### config.mk
export PLATFORM = sky130hd
export DESIGN_NAME = cpg_top
export DESIGN_NICKNAME = d
export VERILOG_FILES = /design/src/verilog/cpg_pkg.sv /design/src/verilog/cpg_top.sv
export VERILOG_INCLUDE_DIRS = /design/src /design/src/verilog
export SDC_FILE = /design/constraint.sdc
export NUM_CORES = 1
export LEC_CHECK = 0
export BUFFER_PORTS_ARGS = -buffer_cell sky130_fd_sc_hd__buf_4
export CORE_UTILIZATION = 55
export CTS_CLUSTER_SIZE = 12
export DETAILED_ROUTE_END_ITERATION = 10
export HOLD_SLACK_MARGIN = 0.12
export PLACE_DENSITY = 0.84
export RECOVER_POWER = 50
export SLEW_MARGIN = 15
export SYNTH_ARGS = -nofsm -noshare
export SYNTH_HDL_FRONTEND = slang
export SYNTH_SLANG_ARGS = --single-unit
### constraint.sdc
create_clock -name clk -period 3.65 [get_ports clk]
set_input_delay 0.73 -clock clk [delete_from_list [all_inputs] [get_ports clk]]
set_output_delay 0.73 -clock clk [all_outputs]
set_load 0.05 [all_outputs]
### src/verilog/cpg_defines.svh
// Constants for the calibration pulse generator.
// Assumes inclusion by the package and the top module.
`ifndef CPG_DEFINES_SVH
`define CPG_DEFINES_SVH
// Sizes
`define CPG_NCH      128
`define CPG_WID_W    8
`define CPG_AMP_W    6
`define CPG_DLY_W    5
`define CPG_CNT_W    16
`define CPG_AW       8
// Register byte offsets
`define CPG_A_CTRL   8'h00
`define CPG_A_AMP    8'h04
`define CPG_A_DLY    8'h08
`define CPG_A_STAT   8'h0c
`define CPG_A_MASK0  8'h10
`define CPG_A_MASK3  8'h1c
// Field positions
`define CPG_F_INV    8
// Reset values
`define CPG_R_WID    8'h04
`define CPG_R_AMP    6'h0e
`define CPG_R_DLY    5'h00
// Bus responses
`define CPG_OKAY     2'h0
`define CPG_SLVERR   2'h2
`endif

### src/verilog/cpg_pkg.sv
// Types for the calibration pulse generator.
// Assumes cpg_defines.svh is on the include path.
`include "cpg_defines.svh"
package cpg_pkg;
	// Whole state of the block, one register bank
	typedef struct packed {
		logic                   s1;     // Sync stage one
		logic                   s2;     // Sync stage two
		logic                   s3;     // Edge history
		logic [`CPG_WID_W-1:0]  cnt;    // Stretcher count
		logic [`CPG_WID_W-1:0]  wid;    // Width setting
		logic                   inv;    // Polarity setting
		logic [`CPG_AMP_W-1:0]  amp;    // Amplitude code
		logic [`CPG_DLY_W-1:0]  dly;    // Clock delay code
		logic [`CPG_NCH-1:0]    mask;   // Channel enables
		logic [`CPG_NCH-1:0]    mask_s; // Mask held for pulse
		logic                   inv_s;  // Polarity held
		logic [`CPG_NCH-1:0]    inj;    // Channel steps
		logic [`CPG_CNT_W-1:0]  nfire;  // Injection count
		logic                   awrdy;
		logic                   wrdy;
		logic                   bvld;
		logic [1:0]             bresp;
		logic                   arrdy;
		logic                   rvld;
		logic [1:0]             rresp;
		logic [31:0]            rdata;
		logic                   awh;    // Address held
		logic [`CPG_AW-1:0]     awa;
		logic                   wh;     // Data held
		logic [31:0]            wd;
		logic [3:0]             ws;
	} cpg_state_t;
endpackage : cpg_pkg

### src/verilog/cpg_top.sv
// Calibration pulse generator: trigger sync, stretcher,
// polarity, channel mask, amplitude and delay codes.
// Assumes an AXI4-Lite master; a trigger of any length gives one start.
//
// The implementer's own choices: the register addresses and the AXI4-Lite register port.
`timescale 1ns/100ps
`include "cpg_defines.svh"

module cpg_top (
	input  wire logic                  clk,
	input  wire logic                  srst,
	input  wire logic                  calib_cmd,
	output logic [`CPG_NCH-1:0]        inj_step,
	output logic [`CPG_AMP_W-1:0]      cal_amp,
	output logic [`CPG_DLY_W-1:0]      cal_dly,
	input  wire logic [`CPG_AW-1:0]    s_axi_awaddr,
	input  wire logic                  s_axi_awvalid,
	output logic                       s_axi_awready,
	input  wire logic [31:0]           s_axi_wdata,
	input  wire logic [3:0]            s_axi_wstrb,
	input  wire logic                  s_axi_wvalid,
	output logic                       s_axi_wready,
	output logic [1:0]                 s_axi_bresp,
	output logic                       s_axi_bvalid,
	input  wire logic                  s_axi_bready,
	input  wire logic [`CPG_AW-1:0]    s_axi_araddr,
	input  wire logic                  s_axi_arvalid,
	output logic                       s_axi_arready,
	output logic [31:0]                s_axi_rdata,
	output logic [1:0]                 s_axi_rresp,
	output logic                       s_axi_rvalid,
	input  wire logic                  s_axi_rready
);
	// Byte lane merge for writes
	function automatic logic [31:0] merge(input logic [31:0] o,
		input logic [31:0] n, input logic [3:0] s);
		logic [31:0] r;
		r = o;
		for (int i = 0; i < 4; i++) begin
			if (s[i]) begin
				r[i*8 +: 8] = n[i*8 +: 8];
			end
		end
		return r;
	endfunction : merge

	// Width zero would give no pulse; treat it as one
	function automatic logic [`CPG_WID_W-1:0] eff_wid(
		input logic [`CPG_WID_W-1:0] w);
		return (w == '0) ? `CPG_WID_W'(1) : w;
	endfunction : eff_wid

	cpg_pkg::cpg_state_t q, d;   // Current and next state
	logic                 start; // One start per command
	logic                 wfire; // Write performed
	logic [`CPG_AW-1:0]   wa;    // Effective write address
	logic [31:0]          wdv;   // Effective write data
	logic [3:0]           wsv;   // Effective strobes
	logic [1:0]           mi;    // Mask word index
	logic [31:0]          old;   // Word before the write

	// Next-state logic, one process for the whole block
	always_comb begin
		d     = q;
		// Sync chain; stage one feeds only stage two
		d.s1  = calib_cmd;
		d.s2  = q.s1;
		d.s3  = q.s2;
		start = q.s2 && !q.s3;

		// Stretcher; a retrigger mid-pulse is ignored
		if (q.cnt != '0) begin
			d.cnt = q.cnt - `CPG_WID_W'(1);
		end else if (start) begin
			d.cnt    = eff_wid(q.wid);
			d.mask_s = q.mask;
			d.inv_s  = q.inv;
			d.nfire  = q.nfire + `CPG_CNT_W'(1);
		end else begin
			// Idle: follow settings so rest level is current
			d.mask_s = q.mask;
			d.inv_s  = q.inv;
		end
		// Gate and polarity; disabled channels stay low
		d.inj = d.mask_s & {`CPG_NCH{(d.cnt != '0) ^ d.inv_s}};

		// Write channels may arrive in either order
		if (s_axi_awvalid && q.awrdy) begin
			d.awh   = 1'b1;
			d.awa   = s_axi_awaddr;
			d.awrdy = 1'b0;
		end
		if (s_axi_wvalid && q.wrdy) begin
			d.wh   = 1'b1;
			d.wd   = s_axi_wdata;
			d.ws   = s_axi_wstrb;
			d.wrdy = 1'b0;
		end
		wa    = q.awh ? q.awa : s_axi_awaddr;
		wdv   = q.wh ? q.wd : s_axi_wdata;
		wsv   = q.wh ? q.ws : s_axi_wstrb;
		wfire = (q.awh || (s_axi_awvalid && q.awrdy)) &&
			(q.wh || (s_axi_wvalid && q.wrdy)) && !q.bvld;
		mi    = wa[3:2];
		old   = q.mask[mi*32 +: 32];
		if (wfire) begin
			d.awh   = 1'b0;
			d.wh    = 1'b0;
			d.bvld  = 1'b1;
			d.bresp = `CPG_OKAY;
			d.awrdy = 1'b0;
			d.wrdy  = 1'b0;
			unique case (wa[`CPG_AW-1:2])
				`CPG_A_CTRL >> 2: begin
					d.wid = wsv[0] ? wdv[`CPG_WID_W-1:0] : q.wid;
					d.inv = wsv[1] ? wdv[`CPG_F_INV] : q.inv;
				end
				`CPG_A_AMP >> 2: begin
					d.amp = wsv[0] ? wdv[`CPG_AMP_W-1:0] : q.amp;
				end
				`CPG_A_DLY >> 2: begin
					d.dly = wsv[0] ? wdv[`CPG_DLY_W-1:0] : q.dly;
				end
				`CPG_A_STAT >> 2: begin
					// Status is read only; write ignored
				end
				default: begin
					if (wa >= `CPG_A_MASK0 && wa <= `CPG_A_MASK3) begin
						d.mask[mi*32 +: 32] = merge(old, wdv, wsv);
					end else begin
						d.bresp = `CPG_SLVERR;
					end
				end
			endcase
		end
		// Response held until the master takes it
		if (q.bvld && s_axi_bready) begin
			d.bvld  = 1'b0;
			d.awrdy = 1'b1;
			d.wrdy  = 1'b1;
		end

		// Read: one outstanding, answer next cycle
		if (s_axi_arvalid && q.arrdy) begin
			d.arrdy = 1'b0;
			d.rvld  = 1'b1;
			d.rresp = `CPG_OKAY;
			d.rdata = '0;
			unique case (s_axi_araddr[`CPG_AW-1:2])
				`CPG_A_CTRL >> 2: begin
					d.rdata[`CPG_WID_W-1:0] = q.wid;
					d.rdata[`CPG_F_INV]     = q.inv;
				end
				`CPG_A_AMP >> 2: begin
					d.rdata[`CPG_AMP_W-1:0] = q.amp;
				end
				`CPG_A_DLY >> 2: begin
					d.rdata[`CPG_DLY_W-1:0] = q.dly;
				end
				`CPG_A_STAT >> 2: begin
					// Busy at bit 16, injection count below
					d.rdata[`CPG_CNT_W-1:0] = q.nfire;
					d.rdata[`CPG_CNT_W]     = (q.cnt != '0);
				end
				default: begin
					if (s_axi_araddr >= `CPG_A_MASK0 &&
						s_axi_araddr <= `CPG_A_MASK3) begin
						d.rdata = q.mask[s_axi_araddr[3:2]*32 +: 32];
					end else begin
						d.rresp = `CPG_SLVERR;
					end
				end
			endcase
		end
		if (q.rvld && s_axi_rready) begin
			d.rvld  = 1'b0;
			d.arrdy = 1'b1;
		end
	end

	// State register; synchronous reset
	always_ff @(posedge clk) begin
		if (srst) begin
			q       <= '0;
			q.wid   <= `CPG_R_WID;
			q.amp   <= `CPG_R_AMP;
			q.dly   <= `CPG_R_DLY;
			q.awrdy <= 1'b1;
			q.wrdy  <= 1'b1;
			q.arrdy <= 1'b1;
		end else begin
			q <= d;
		end
	end

	// Outputs straight from the state register
	assign inj_step      = q.inj;
	assign cal_amp       = q.amp;
	assign cal_dly       = q.dly;
	assign s_axi_awready = q.awrdy;
	assign s_axi_wready  = q.wrdy;
	assign s_axi_bvalid  = q.bvld;
	assign s_axi_bresp   = q.bresp;
	assign s_axi_arready = q.arrdy;
	assign s_axi_rvalid  = q.rvld;
	assign s_axi_rresp   = q.rresp;
	assign s_axi_rdata   = q.rdata;
endmodule : cpg_top

After elaboration in Yosys (flattened, before gate mapping)
Index checks and enable logic that the tools add are counted.
Widths: inputs -> output; s select.
{"block": "word_totals", "reg_bits": 519, "out_inout_bits": 180, "elab_cells": 117}
{"block": "op_classes", "addsub": 3, "magnitude_cmp": 4, "eq_ne": 6, "shift": 4, "n_mux": 36, "bitwise_logic": 4, "n_reduce_logical": 34}
{"cell": "$shiftx 128x8->32", "n": 2}
{"cell": "$mux 8", "n": 20}
{"cell": "$mux 129", "n": 1}
{"cell": "$and 128x128->128", "n": 1}
{"cell": "$bwmux 128", "n": 1}
{"cell": "$shift 32x34->128 const A", "n": 1}
{"cell": "$shiftx 32x34->128", "n": 1}
{"cell": "$mux 32", "n": 2}
{"cell": "$neg 7->34", "n": 1}
{"cell": "$eq 6x2->1 const B", "n": 4}
{"cell": "$pmux 5 s4", "n": 1}
{"cell": "$mux 17", "n": 1}
{"cell": "$add 16x1->16 const B", "n": 1}
{"cell": "$ge 8x5->1 const B", "n": 2}
{"cell": "$le 8x5->1 const B", "n": 2}
{"cell": "$pmux 8 s2", "n": 1}
{"cell": "$reduce_bool 8->1", "n": 2}
{"cell": "$reduce_and 3->1", "n": 5}
{"cell": "$eq 6x1->1 const B", "n": 2}
{"cell": "$logic_not 6->1", "n": 2}
{"cell": "$logic_and 1x1->1", "n": 10}
{"cell": "$pmux 3 s3", "n": 1}
{"cell": "$logic_not 8->1", "n": 1}
{"cell": "$reduce_or 2->1", "n": 4}
{"cell": "14 further kinds", "n": 22}

Depth between registers and ports, before layout
{"block": "logic_depth", "word_depth": 8, "mapped_depth": 12, "mapped_depth_nobuf": 8}

Least setup slack after synthesis
OpenSTA, ideal clock, no wires.
{"block": "synth_timing", "path_type": "input to register", "from": "in s_axi_awaddr[3]", "to": "reg q[367] in the netlist's numbering", "t_arrival_ns": 3.268, "t_required_ns": 3.591, "slack_ns": 0.323, "path_stages": 11, "n_path_buf": 3, "path_cell_list": "mux2i_1 buf_1 clkbuf_1 inv_1 ha_1 o311ai_0 and3b_1 nand2_1 nor4_2 buf_2 a22o_1"}
{"block": "synth_via", "elab_chain_len": 8}
{"item": "start, declared", "line": "cpg_top.sv:16", "rtl": "input wire logic [`CPG_AW-1:0] s_axi_awaddr,"}
{"item": "$mux 8 *", "line": "cpg_top.sv:99", "rtl": "wa = q.awh ? q.awa : s_axi_awaddr;"}
{"item": "$shiftx 128x8->32", "line": "cpg_top.sv:105", "rtl": "old = q.mask[mi*32 +: 32];"}
{"item": "$mux 8", "line": "cpg_top.sv:40", "rtl": "if (s[i]) begin"}
{"item": "$mux 8", "line": "cpg_top.sv:128", "rtl": "if (wa >= `CPG_A_MASK0 && wa <= `CPG_A_MASK3) begin"}
{"item": "$mux 8", "line": "cpg_top.sv:113", "rtl": "unique case (wa[`CPG_AW-1:2])"}
{"item": "$mux 8", "line": "cpg_top.sv:106", "rtl": "if (wfire) begin"}
{"item": "$shiftx 32x34->128", "line": "cpg_top.sv:129", "rtl": "d.mask[mi*32 +: 32] = merge(old, wdv, wsv);"}
{"item": "$bwmux 128", "line": "cpg_top.sv:129"}
{"item": "end, declared", "line": "cpg_top.sv:53", "rtl": "cpg_pkg::cpg_state_t q, d;"}
Every way passes the cells marked *; elsewhere a longest branch is shown, timed or not. The select of a mux whose other input is x is not followed.
A chain may end at the register's enable or synchronous reset.

Worst setup path after layout
{"block": "layout_timing", "from": "in srst", "to": "reg q (netlist bit s_axi_rdata[4])"}
{"item": "start, declared", "line": "cpg_top.sv:11", "rtl": "input wire logic srst,"}
No word-level cell between the ends.

==> out/results.tsv <==
stage	metric	value	unit
outcome	status	complete, but fails checks	
outcome	violations	capacitance limit, slew limit	
die	rows	72	
global_route	first_global_vias	16400	
clock_tree	hold_buffers	0	
synth	syn_area	21900	um^2
synth	synth-seq-cells	517	
timing	max_freq	284	MHz
power_and_ir_drop	power_density	572	nW/um^2
timing	max_slew.worst_pin.slew	3.01	ns
critical_path	end_kind	register	
synth	synth_most_common_cell	dfxtp_1	
synth	netlist.area_leader.share	47.3	%
synth	yosysUniqueCellTypes	61	
global_route	grt_max_degree	135	
synth	synth_cells	2342	
synth	synth_area_leaders	dfxtp_1, nand2_1, buf_4	
critical_path	arrival	3.97	ns
clock_tree	clk_latency	0.60	ns
route	num_vias	17300	
route	ant_nets	0	
layout	seq_area	10400	um^2
critical_path	critPathLaunchType	primary input	
timing	slew_violations	171	
power_and_ir_drop	vdd_drop_max	402	uV
route	drtPass1Iterations	6	
synth	yosysWarningCount	0	
global_route	grt_pass1_wl	93.9	mm
timing	grt_setup_unrepaired	false	
die	die_h	201	um
route	drcViolationCount	0	
synth	synth-edff-count	0	
die	core	38900	um^2
die	ios	240	
synth	yosysTopAreaCell	dfxtp_1	
clock_tree	cts_resized	0	
die	initial_core_util	56.2	%
place	io_buffers	237	
critical_path	critPathMaxFanout	134	
global_route	grt_usage	29.0	%
clock_tree	clk_pin_slew	0.06	ns
timing	setup_viol	0	
clock_tree	cts.sinks	517	
route	drtIter0Drc	2003	
synth	synth_flop_cell	dfxtp_1	
clock_tree	clockBufferDepth	3	
layout	fillCellCount	3264	
timing	finClkSkew	0.0195	ns
timing	hold_viol	0	
power_and_ir_drop	finalPower	13500	uW
clock_tree	post_cts_buffers	0	
die	die-area	40600	um^2
timing	fin_setup_tns	0	ns
synth	synth_seq_area_share	47.3	%
critical_path	r2r_slack	0.18	ns
synth	avgSynthCellArea	9.34	um^2
layout	antennaDiodeCount	0	
timing	min_period	3.52	ns
layout	multi_input_area	9480	um^2
clock_tree	cts_inserted_buffers	52	
synth	synth_common_cells	dfxtp_1, nand2_1, a21oi_1	
synth	async_reset_ff_share	0	%
clock_tree	cts-htree-levels	2	
die	die_x	201	um
min_path	hold_path.class	primary input to register	
global_route	grt_overflow	0	
critical_path	required	4.10	ns
layout	syn2layout_area_growth	7.94	%
clock_tree	root_buffer	clkbuf_16	
route	wl_per_cell	20.9	um
global_route	antenna_found_initial	2	
route	viasPerCell	6.00	
critical_path	critical_path_class	primary input to register	
clock_tree	cts_tree	done	
layout	drive_gt1_share	15.5	%
timing	fin_crit_sh	96.4	%
route	wl	60.0	mm
layout	fin_nets	2397	
place	place.gp.congestion	0.870	
timing	slew_headroom	-100	%
place	place_hpwl	39.8	mm
power_and_ir_drop	p_leak	0.00866	uW
run	drv_cap	2	
[layout by cell type (no fill, tap or decap), types with 3 or more instances in the layout]
cell type  instances
mux4_2            37
nor2b_1            5
xor2_1            10
buf_12             6
o21ai_0            8
nand4_1            7
or3_1              7
a22o_1            36
nor3_2             3
a22oi_1           98
clkbuf_1         193
nand2b_1           3
dfxtp_1          516
a21boi_2         100
a31o_2            27
and2_1             4
a211oi_1           7
nand2_1          427
nor3_1            27
nor4_1             3
ha_1               6
clkbuf_2           3
mux2_2            10
mux2i_1          110
inv_1              7
a21oi_1          211
nand3_1           25
a221oi_1          17
a211o_1            4
nand4b_1           4
a21boi_1          28
clkbuf_16         52
clkbuf_8           7
nor2_1           198
buf_4             96
nand3b_1           4
or4_1              4
[area by class of cell]
| type | instances | area share [%] |
|---|---|---|
| Sequential cell | 517 | 43.8 |
| Inverter | 7 | 0.111 |
| Clock buffer | 73 | 6.14 |
| Timing Repair Buffer | 285 | 6.50 |
| Multi-Input combinational cell | 1468 | 40.1 |
| Clock inverter | 8 | 0.519 |
| Tap cell | 518 | 2.74 |
[where the power goes]
| group | total [uW] | leakage [uW] | internal [uW] | switching [uW] |
|---|---|---|---|---|
| clock | 5060 | 0.000765 | 2890 | 2180 |
| combinational | 2590 | 0.00372 | 617 | 1980 |
| sequential | 5840 | 0.00418 | 5740 | 104 |
| total | 13500 | 0.00866 | 9240 | 4260 |
[worst max-delay path: stages]
cell	delay, ns
clkbuf_2	2.02
clkbuf_4	0.93
nor3_1	0.14
[layer usage]
| layer | vias up | routed length [um] | global-route usage, % |
|---|---|---|---|
| met5 | - | 36 | 0 |
| met4 | 4 | 1730 | 10.8 |
| met3 | 108 | 6770 | 7.00 |
| met2 | 1033 | 25500 | 41.4 |
| met1 | 8226 | 26000 | 42.0 |
| li1 | 7882 | - | - |
[final timing paths]
path | startpoint | cells past startpoint | endpoint
max | srst | 3 | s_axi_rdata[4]$_SDFFE_PP0P_
min | calib_cmd | 2 | d[517]$_SDFF_PP0_
max reg2reg | q[508]$_SDFF_PP0_ | 9 | inj_step[127]$_SDFF_PP0_
min reg2reg | q[42]$_SDFFE_PP0P_ | 2 | q[42]$_SDFFE_PP0P_
[logic make-up after synthesis]
logic type      count (synthesis)  share of synthesized area, %
simple gates                  737                          13.9
compound gates                552                          18.7
flops                         517                          47.3
buf+inv                       358                          9.77
mux                           159                          9.45
xor+xnor                       12                         0.480
fa+ha+maj                       6                         0.343
other cells                     1                        0.0171
[state kept, by name, indices dropped and copies added (netlist names)]
name / cells
inj_step: 128
cal_dly: 5
s_axi_awready: 1
q: 337
s_axi_rresp: 1
d: 2
cal_amp: 6
s_axi_wready: 1
s_axi_rdata: 32
s_axi_rvalid: 1
s_axi_bresp: 1
s_axi_arready: 1
s_axi_bvalid: 1
[stage by stage]
step | cell area [um^2] | util, % | cells | hold WS [ns] | setup slack [ns]
after floorplan | 21900 | - | 2343 | 0.414 | 0.323
after global routing | 23600 | 60.7 | 2876 | 0.356 | 0.0301
final | 23600 | 60.7 | 2876 | 0.346 | 0.130
after global placement | 22700 | 58.4 | 2795 | 0.437 | 0.337
after detailed placement | 22700 | 58.4 | 2795 | 0.445 | 0.255
after CTS | 24300 | 62.4 | 2876 | 0.339 | 0.228
(Power assumes the default switching activity.)
